<file path="src/verilog/atmc_pkg.sv">
// Purpose: Constants, register map and carrier types of the converter trigger and mode control
// Assumes: Avalon-MM slave with 32-bit data, one aligned word per register
// Notes:   Byte address of each register is four times its index
package atmc_pkg;

   // ==========================================================================
   // Register map
   localparam logic [3:0] ATMC_IDX_DIS0    = 4'h1;
   localparam logic [3:0] ATMC_IDX_DIS1    = 4'h2;
   localparam logic [3:0] ATMC_IDX_CTLB    = 4'h3;
   localparam logic [3:0] ATMC_IDX_RES_LO  = 4'h4;
   localparam logic [3:0] ATMC_IDX_RES_HI  = 4'h5;
   localparam logic [3:0] ATMC_IDX_CONV    = 4'h6;
   localparam logic [3:0] ATMC_IDX_IRQ_ST  = 4'h7;
   localparam logic [3:0] ATMC_IDX_IRQ_EN  = 4'h8;
   localparam logic [3:0] ATMC_IDX_IRQ_CLR = 4'h9;

   // ==========================================================================
   // Field positions and masks
   localparam int         ATMC_B_BIPOLAR  = 7;
   localparam int         ATMC_B_ALTGAIN  = 6;
   localparam int         ATMC_B_REFHI    = 4;
   localparam int         ATMC_B_CHMSB    = 3;
   localparam logic [7:0] ATMC_CTLB_MASK  = 8'hdf;
   localparam logic [7:0] ATMC_DIS1_MASK  = 8'hf0;
   localparam int         ATMC_C_ENABLE   = 0;
   localparam int         ATMC_C_AUTO     = 1;
   localparam int         ATMC_C_LEFT     = 2;
   localparam int         ATMC_C_START    = 3;
   localparam int         ATMC_C_DONE     = 4;

   // ==========================================================================
   // Reset values
   localparam logic [7:0] ATMC_RST_REG    = 8'h00;
   localparam logic [2:0] ATMC_RST_IRQ    = 3'h0;

   // ==========================================================================
   // Trigger sources
   typedef enum logic [2:0] {
      ATMC_TRG_FREE  = 3'b000,
      ATMC_TRG_ACMP  = 3'b001,
      ATMC_TRG_EXT0  = 3'b010,
      ATMC_TRG_T0CA  = 3'b011,
      ATMC_TRG_T0OV  = 3'b100,
      ATMC_TRG_T0CB  = 3'b101,
      ATMC_TRG_T1OV  = 3'b110,
      ATMC_TRG_WDT   = 3'b111
   } atmc_trg_t;

   // Interrupt bits: 0 trigger start, 1 conversion done, 2 result overrun
   typedef struct packed {
      logic [9:0] code;
      logic       done;
   } atmc_core_res_t;

   typedef struct packed {
      logic       start;
      logic       bipolar;
      logic       alt_gain;
      logic       ref_hi;
      logic [5:0] channel;
   } atmc_core_cmd_t;

   typedef struct packed {
      logic [7:0]     dis0;
      logic [7:0]     dis1;
      logic [7:0]     ctlb;
      logic           conv_en;
      logic           auto_en;
      logic           left;
      logic           chan_msb;
      logic           trig_prev;
      logic           busy;
      logic           locked;
      logic [9:0]     result;
      logic [2:0]     irq_st;
      logic [2:0]     irq_en;
      logic           rd_pend;
      logic [31:0]    rdata;
      atmc_core_cmd_t cmd;
   } atmc_state_t;

endpackage : atmc_pkg

</file>
<file path="src/verilog/atmc_ctrl.sv">
// Purpose: Trigger, mode, channel msb and pin buffer disable control of the converter
// Assumes: Core returns a one-cycle done pulse with a 10-bit code; flags synchronous
// Notes:   Waitrequest is low on writes and on the second cycle of a read
//
// Implementation choice: the Avalon-MM interface to the registers.
module atmc_ctrl
   import atmc_pkg::*;
#(
   parameter int PINS = 16
) (
   input  wire logic             clk_i,
   input  wire logic             nrst_i,
   input  wire logic [3:0]       avs_address_i,
   input  wire logic             avs_read_i,
   input  wire logic             avs_write_i,
   input  wire logic [31:0]      avs_writedata_i,
   input  wire logic [3:0]       avs_byteenable_i,
   output logic [31:0]           avs_readdata_o,
   output logic                  avs_waitrequest_o,
   input  wire logic [7:0]       periph_flags_i,
   input  wire logic [4:0]       channel_low_i,
   input  wire atmc_core_res_t   core_res_i,
   output atmc_core_cmd_t        core_cmd_o,
   input  wire logic [PINS-1:0]  pin_raw_i,
   output logic [PINS-1:0]       pin_value_o,
   output logic [PINS-1:0]       pin_buf_off_o,
   output logic                  irq_o
);

   initial begin
      if (PINS != 16) begin
         $error("atmc_ctrl: PINS must be 16");
      end
   end

   // ==========================================================================
   // Pin input synchroniser
   logic [PINS-1:0] pin_meta;
   logic [PINS-1:0] pin_sync;

   always_ff @(posedge clk_i) begin
      pin_meta <= pin_raw_i;
      pin_sync <= pin_meta;
   end

   // ==========================================================================
   // State
   atmc_state_t s;
   atmc_state_t next_s;

   logic       wr;
   logic       rd;
   logic       sel_flag;
   logic       trig_edge;
   logic [7:0] res_lo;
   logic [7:0] res_hi;
   logic [7:0] wb;
   logic [2:0] ev;

   always_comb begin
      wr = avs_write_i;
      rd = avs_read_i & ~s.rd_pend;
      wb = avs_byteenable_i[0] ? avs_writedata_i[7:0] : 8'h00;
      // Source zero never yields a level, so switching to it cannot trigger
      sel_flag = (s.ctlb[2:0] == ATMC_TRG_FREE) ? 1'b0 : periph_flags_i[s.ctlb[2:0]];
      // Mux output edge: a source switch to a set flag also rises
      trig_edge = s.auto_en & sel_flag & ~s.trig_prev;
      if (s.left) begin
         res_hi = s.result[9:2];
         res_lo = {s.result[1:0], 6'h00};
      end else begin
         res_hi = {6'h00, s.result[9:8]};
         res_lo = s.result[7:0];
      end
      ev = 3'h0;

      next_s = s;
      next_s.trig_prev = sel_flag;
      next_s.rd_pend = rd;
      next_s.cmd.start = 1'b0;

      if (wr && avs_byteenable_i[0]) begin
         unique case (avs_address_i)
            ATMC_IDX_DIS0: next_s.dis0 = wb;
            ATMC_IDX_DIS1: next_s.dis1 = wb & ATMC_DIS1_MASK;
            ATMC_IDX_CTLB: next_s.ctlb = wb & ATMC_CTLB_MASK;
            ATMC_IDX_CONV: begin
               next_s.conv_en = wb[ATMC_C_ENABLE];
               next_s.auto_en = wb[ATMC_C_AUTO];
               next_s.left    = wb[ATMC_C_LEFT];
               if (wb[ATMC_C_START] && wb[ATMC_C_ENABLE] && !s.busy) begin
                  next_s.cmd.start = 1'b1;
                  next_s.busy = 1'b1;
               end
            end
            ATMC_IDX_IRQ_EN:  next_s.irq_en = wb[2:0];
            ATMC_IDX_IRQ_CLR: next_s.irq_st = s.irq_st & ~wb[2:0];
            default: ;
         endcase
      end

      // Auto trigger start
      if (trig_edge && s.conv_en && !s.busy) begin
         next_s.cmd.start = 1'b1;
         next_s.busy = 1'b1;
         ev[0] = 1'b1;
      end

      // Conversion finished: latch result unless locked (then flag overrun), apply deferred channel msb
      if (core_res_i.done) begin
         next_s.busy = 1'b0;
         next_s.chan_msb = s.ctlb[ATMC_B_CHMSB];
         ev[1] = 1'b1;
         if (s.locked) begin
            ev[2] = 1'b1;
         end else begin
            next_s.result = core_res_i.code;
         end
      end

      // Low byte read locks the result until the high byte read
      if (rd && avs_address_i == ATMC_IDX_RES_LO) begin
         next_s.locked = 1'b1;
      end
      if (rd && avs_address_i == ATMC_IDX_RES_HI) begin
         next_s.locked = 1'b0;
      end

      // Free running restarts after each conversion
      if (core_res_i.done && s.auto_en && s.conv_en && s.ctlb[2:0] == ATMC_TRG_FREE) begin
         next_s.cmd.start = 1'b1;
         next_s.busy = 1'b1;
      end

      // Mode bits go straight to the core
      next_s.cmd.bipolar  = next_s.ctlb[ATMC_B_BIPOLAR];
      next_s.cmd.alt_gain = next_s.ctlb[ATMC_B_ALTGAIN];
      next_s.cmd.ref_hi   = next_s.ctlb[ATMC_B_REFHI];
      next_s.cmd.channel  = {next_s.chan_msb, channel_low_i};

      // Set wins over a simultaneous clear
      next_s.irq_st = next_s.irq_st | ev;

      if (rd) begin
         unique case (avs_address_i)
            ATMC_IDX_DIS0:   next_s.rdata = {24'h000000, s.dis0};
            ATMC_IDX_DIS1:   next_s.rdata = {24'h000000, s.dis1};
            ATMC_IDX_CTLB:   next_s.rdata = {24'h000000, s.ctlb};
            ATMC_IDX_RES_LO: next_s.rdata = {24'h000000, res_lo};
            ATMC_IDX_RES_HI: next_s.rdata = {24'h000000, res_hi};
            ATMC_IDX_CONV:   next_s.rdata = {27'h0000000, s.busy, 1'b0, s.left,
                                             s.auto_en, s.conv_en};
            ATMC_IDX_IRQ_ST: next_s.rdata = {29'h00000000, s.irq_st};
            ATMC_IDX_IRQ_EN: next_s.rdata = {29'h00000000, s.irq_en};
            default:         next_s.rdata = 32'h00000000;
         endcase
      end

      if (!nrst_i) begin
         next_s = '0;
         next_s.dis0   = ATMC_RST_REG;
         next_s.dis1   = ATMC_RST_REG;
         next_s.ctlb   = ATMC_RST_REG;
         next_s.irq_st = ATMC_RST_IRQ;
         next_s.irq_en = ATMC_RST_IRQ;
      end
   end

   always_ff @(posedge clk_i) begin
      s <= next_s;
   end

   // ==========================================================================
   // Outputs
   logic [PINS-1:0] off;

   // Pins 0..2 and 4..7 are analog 0..6, bit 3 the reference pin, 12..15 analog 7..10
   assign off = {s.dis1[7:4], 4'h0, s.dis0};

   always_ff @(posedge clk_i) begin
      if (!nrst_i) begin
         pin_value_o   <= '0;
         pin_buf_off_o <= '0;
      end else begin
         pin_value_o   <= pin_sync & ~off;
         pin_buf_off_o <= off;
      end
   end

   assign avs_readdata_o    = s.rdata;
   assign avs_waitrequest_o = avs_read_i & ~s.rd_pend;
   assign core_cmd_o        = s.cmd;
   assign irq_o             = |(s.irq_st & s.irq_en);

endmodule : atmc_ctrl

</file>
<file path="config.mk">
export PLATFORM = sky130hd
export DESIGN_NAME = atmc_ctrl
export DESIGN_NICKNAME = d
export VERILOG_FILES = /design/src/verilog/atmc_pkg.sv /design/src/verilog/atmc_ctrl.sv
export SDC_FILE = /design/constraint.sdc
export NUM_CORES = 1
export LEC_CHECK = 0
export BUFFER_PORTS_ARGS = -buffer_cell sky130_fd_sc_hd__buf_2
export CAP_MARGIN = 20
export CORE_ASPECT_RATIO = 1.25
export CORE_MARGIN = 2
export CORE_UTILIZATION = 25
export CTS_BUF_LIST = sky130_fd_sc_hd__clkbuf_4
export CTS_CLUSTER_SIZE = 25
export DETAILED_ROUTE_END_ITERATION = 8
export SYNTH_ARGS = -nofsm -noshare
export SYNTH_HDL_FRONTEND = slang
export SYNTH_SLANG_ARGS = --single-unit
</file>
<file path="constraint.sdc">
create_clock -name clk_i -period 3.9 [get_ports clk_i]
set_input_delay 0.78 -clock clk_i [delete_from_list [all_inputs] [get_ports clk_i]]
set_output_delay 0.78 -clock clk_i [all_outputs]
set_load 0.01 [all_outputs]
</file>
==> summary.txt, run 1 <==
Post-synthesis sequential element count = 117
H-tree level count = 4
Core Region = 17,500 sq um
Worst slew margin = 50.2%
Full die area = 19,000 sq um
Max Clk Rate = 439 MHz
Post-DR wirelength/cell = 14.0 um
DR pass1 iterations = 5
Top_reg_cell synth = dfxtp_1
Detailed-route DRC error count = 0
Fin crit share = 58.4%
Hold Crit Class = flop to flop
Io pins = 160
Initial DRC Count = 144
CTS buffer count = 17
Most frequent cells in the layout = dfxtp_1, buf_2, nand2_1
Clock Latency Late Sink = 0.52 ns
Peak supply drop = 0.000191 V
Share of layout cells above drive strength 1 = 27.9%
Clock sink total = 117
Ys async rst share = 0%
Post-CTS Setup Inserts = 0
Synthesized area = 4470 sq um
Post-DP Area = 4940 sq um
LEAKAGE = 2.27 nW
Worst Tran Pin Value = 0.742 ns
Cells after Synth = 447
Largest net degree at the start of global routing = 44
CP Capture Type = output port
Fin. max-slew vios = 0
Vias = 3,273
Simple-Gate Fraction of Synth Area = 18.8%
Grt total ovfl = 0
Startpoint Class = flop
Initial antenna violation count = 2
Total track usage = 11.6%
DP HPWL = 7.80 mm
Syn avg cell area = 10.0 sq um
Post-synth EDFFs = 0
Post-Synth Adder-Cell Area = 0%
Post-Layout Inst Area = 5190 sq um
Final setup viols = 0
Clk root buf = clkbuf_4
Vias per std cell = 4.25
Crit Path Class = flop to output port
First-pass GRT wire length = 16.5 mm
Endpoints failing hold = 0
Worst-path clk slew = 0.12 ns
Final Critical Period = 2.28 ns
Vias in the first global route = 3,106
Synth Area in Compound Gates = 9.56%
RSZ-0062 raised after global routing = false
Seq/Total Area, Yosys = 52.3%
ANT nets after route = 0
Port bufs = 103
DP Cell Count = 736
Most common cell after layout, fill and taps aside = dfxtp_1
CTS tree = yes
# rows = 54
Cell Pwr Density = 419 nW/um^2
Synth warn = 0
Setup WS pre-CTS = 1.42 ns
Req. time, crit path = 3.12 ns
Outcome = completed
Mux cell area share after synthesis = 8.56%
Post-cts repair resize count = 0
Post-Route Setup TNS = 0 ns
Post-synthesis cell type count = 57
GPL Wtd Cong = 0.795
Final setup margin = 1.62 ns
Area delta synth->final = 15.9%
Max cap viols = 0
Non-filler cells, final = 770
Clock Skew = 0.0129 ns
DRT Wirelength = 10.8 mm
Initial Util = 25.6%
Hold bufs inserted after CTS = 0
Crit-path max FO = 3
Die W = 124 um
Clock Tree Buf Depth = 2
Die H = 154 um
Synth Area in XOR/XNOR = 0%
CP Data Arrival Time = 1.50 ns
Largest family of logic cells by synthesized area = simple AND/OR/NAND/NOR gates
Final core occ = 29.6%
Fin nets = 615
## metal layers
metal / routed length (um) / global-route usage (%)
met1: 4590 / 13.3
met2: 5390 / 19.5
met3: 662 / 4.23
met4: 133 / 4.55
met5: 0 / 0
## power by group
part | switching, mW | internal, mW
Sequential | 0.0162 | 1.23
Clock | 0.506 | 0.263
Combinational | 0.0975 | 0.0559
## critical path, stage by stage, from the launching register on
cell and delay [ns]:
dfxtp_1 0.36, a222oi_1 0.40, inv_1 0.07, buf_2 0.15
## through the flow
step,total power [mW],hold slack [ns]
floorplan,1.39,0.310
global placement,1.43,0.310
detailed placement,1.43,0.312
CTS,2.22,0.277
global route,2.29,0.280
finish,2.17,0.337
## cells by family after synthesis
kind of cell           Yosys count
AOI/OAI and AO/OA               59
buffers and inverters           74
DFF                            117
muxes                           38
other                            1
and+or+nand+nor                158
## Yosys cell counts, types with 2 or more instances
master       n  area, sq um
a221oi_1     3         26.3
clkbuf_1    11         41.3
a22oi_1      3         22.5
nand2b_1     8         50.1
buf_4       49          368
a211oi_1     4         30.0
and3_1       3         18.8
a22o_1       2         17.5
mux2i_1     36          360
o21ai_0      3         15.0
nand4_1      2         12.5
nor4_4       2         42.5
nor2b_1      2         12.5
a31oi_1      3         18.8
a21oi_1     18         90.1
nand3b_1     6         45.0
o2bb2ai_1    2         17.5
nor3b_1      3         22.5
nor3_1       7         35.0
nor3_2       3         30.0
and2_1      23          144
nor4_1       4         25.0
nand2_1     45          169
dfxtp_1    117         2340
o21ai_1      2         10.0
mux2_2       2         22.5
inv_1        6         22.5
o32ai_1      3         26.3
nor2_1      43          161
buf_2        5         25.0
## flip-flops by register name (all words and copies together), names as in the netlist
signal	count
pin_meta	16
core_cmd_o	6
pin_sync	16
off	12
pin_buf_off_o	12
avs_readdata_o	8
pin_value_o	16
s	31
## layout make-up
type                            instances  area [sq um]
Clock buffer                           17           128
Inverter                                7          26.3
Multi-Input combinational cell        283          1760
Clock inverter                         15           116
Timing Repair Buffer                  105           531
Antenna cell                            2          5.00
Tap cell                              224           280
Fill cell                            1858         12300
Sequential cell                       117          2340
## final timing paths
path                             from                        endpoint  slack, ns  depth (start not counted)
setup reg to reg   s[63]$_SDFFE_PN0P_  avs_readdata_o[7]$_SDFFE_PN0P_       2.07                          4
hold reg to reg   pin_meta[4]$_DFF_P_             pin_sync[4]$_DFF_P_       0.34                          0
hold / removal    pin_meta[4]$_DFF_P_             pin_sync[4]$_DFF_P_       0.34                          0
setup / recovery   s[43]$_SDFFE_PN0P_                           irq_o       1.62                          3
Note: power is estimated with default switching activity, not from simulation.
==> inputs of run 2 (changes only) <==
- clock period: 3.9 -> 2 ns (I/O delays scaled with it)
==> summary.txt, run 2 (same netlist as run 1, synthesis figures left out) <==
Fin. max-slew vios = 0 (unchanged)
Clock Tree Buf Depth = 2 (unchanged)
Max Clk Rate = 526 MHz
Critical path depth = 3 (unchanged)
Cell count of the worst reg-to-reg path = 4 (unchanged)
Initial Util = 25.6% (unchanged)
Clock Skew = 0.0127 ns (-0.000262 ns)
Setup WS pre-CTS = 0.199 ns (-1.22 ns)
Vias per std cell = 4.21 (-0.91%)
Crit Path Class = flop to output port
Hold Path Depth = 2 (+2)
Max cap viols = 0 (unchanged)
Initial antenna violation count = 2 (unchanged)
Fin nets = 642 (+4.4%)
Critical path buffers and inverters = 2 (unchanged)
CTS buffer count = 17 (unchanged)
Final setup viols = 0 (unchanged)
Vias = 3,357 (+2.6%)
H-tree level count = 4 (unchanged)
Post-Route Setup TNS = 0 ns (unchanged)
CP Data Arrival Time = 1.50 ns (about the same)
Clock Latency Late Sink = 0.53 ns (about the same)
Share of layout cells above drive strength 1 = 28.4% (+0.43 points)
Port bufs = 103 (unchanged)
DR pass1 iterations = 5 (unchanged)
Core Region = 17,500 sq um (unchanged)
Largest net degree at the start of global routing = 43 (-2.3%)
ANT nets after route = 0 (unchanged)
Slowest cell on crit path = a222oi_1
Die W = 124 um (unchanged)
Worst slew margin = 63.0% (+13 points)
Die H = 154 um (unchanged)
CTS tree = yes
Fin crit share = 95.0%
CP cell instances = a222oi_1 -> inv_1 -> buf_2
Largest register FFs = 31 (unchanged)
Most frequent cells in the layout = dfxtp_1, buf_2, nand2_1
Vias in the first global route = 3,318 (+6.8%)
Hold Crit Class = input pin to flop
Critical path's top delay family = compound AO/OA/AOI/OAI gates
Most common cell after layout, fill and taps aside = dfxtp_1
Clock sink total = 117 (unchanged)
Area delta synth->final = 23.1%
DRT Wirelength = 11.2 mm (+3.5%)
Cell Pwr Density = 841 nW/um^2 (+100%)
Total track usage = 12.3% (+0.64 points)
Crit-path max FO = 3 (unchanged)
Biggest register = s
First-pass GRT wire length = 17.5 mm (+6.0%)
RSZ-0062 raised after global routing = false
DP HPWL = 7.95 mm (+1.9%)
Req. time, crit path = 1.60 ns (-1.52 ns)
Endpoints failing hold = 0 (unchanged)
Final Critical Period = 1.90 ns
Worst-path clk slew = 0.11 ns (about the same)
Outcome = completed
Final setup margin = 0.0994 ns (-1.52 ns)
CP Capture Type = output port
Fill cells = 1,832 (-1.4%)
Post-DR wirelength/cell = 14.0 um (about the same)
Full die area = 19,000 sq um (unchanged)
Peak supply drop = 0.000431 V (+130%)
Grt total ovfl = 0 (unchanged)
LEAKAGE = 2.43 nW (+6.8%)
Clk root buf = clkbuf_4
Detailed-route DRC error count = 0 (unchanged)
Max stage delay on crit path = 0.40 ns (about the same)
Startpoint Class = flop
Io pins = 160 (unchanged)
# rows = 54 (unchanged)
GPL Wtd Cong = 0.800 (+0.64%)
Initial DRC Count = 114 (-21%)
Worst Tran Pin Value = 0.554 ns (-0.188 ns)
==> run 2: worst register-to-register path, delay by kind of cell (launching register included) <==
family / cells / cell delay (ns)
AOI/OAI and AO/OA: 2 / 0.55
DFF: 1 / 0.51
muxes: 1 / 0.13
and+or+nand+nor: 1 / 0.30
==> run 2: cell type report <==
cell class	instances	area, sq um	area share, %
clock inverters	14	174	3.16
inverters	7	26.3	0.477
clock buffers	18	135	2.45
repair buffers	132	786	14.3
flip-flops and latches	117	2340	42.5
multi-input cells	283	1760	32.0
well taps	224	280	5.09
diodes	2	5.00	0.0908
==> run 2: per-stage QoR <==
step	instances	instance area, sq um	hold WS [ns]	util [%]	power [mW]
finish	797	5510	0.0743	31.5	4.63
global route	796	5510	0.0215	31.5	4.87
CTS	795	5500	0.0125	31.4	4.72
detailed placement	747	5030	0.313	28.8	2.81
global placement	747	5030	0.310	28.8	2.80
floorplan	474	4580	0.310	-	2.71
==> run 2: power breakdown <==
part	total [mW]	internal, mW	switching, mW	leakage (nW)
logic	0.339	0.142	0.197	1.31
clock network	1.86	0.898	0.959	0.160
registers	2.44	2.41	0.0321	0.963
==> run 2: timing repair <==
action | CTS | global route
gates resized for setup | 0 | 1
endpoints found under the setup margin | 0 | 1
setup buffers | 0 | 0
hold endpoints to repair | 16 | 0
hold buffers | 16 | 0
==> run 2: worst paths after layout <==
| path | startpoint | endpoint | slack (ns) |
|---|---|---|---|
| min reg2reg | pin_meta[15]$_DFF_P_ | pin_sync[15]$_DFF_P_ | 0.34 |
| max reg2reg | s[67]$_SDFFE_PN0P_ | core_cmd_o[9]$_SDFF_PN0_ | 0.44 |
| min | channel_low_i[4] | core_cmd_o[4]$_SDFF_PN0_ | 0.07 |
| max | s[43]$_SDFFE_PN0P_ | irq_o | 0.1 |
==> run 2: layer usage <==
layer	GRT usage [%]	part of all wire (%)	vias to the layer above
met4	5.90	2.6	0
met5	0	0	-
met3	4.41	7.1	19
met2	20.2	50	110
li1	-	-	1681
met1	14.0	40	1547
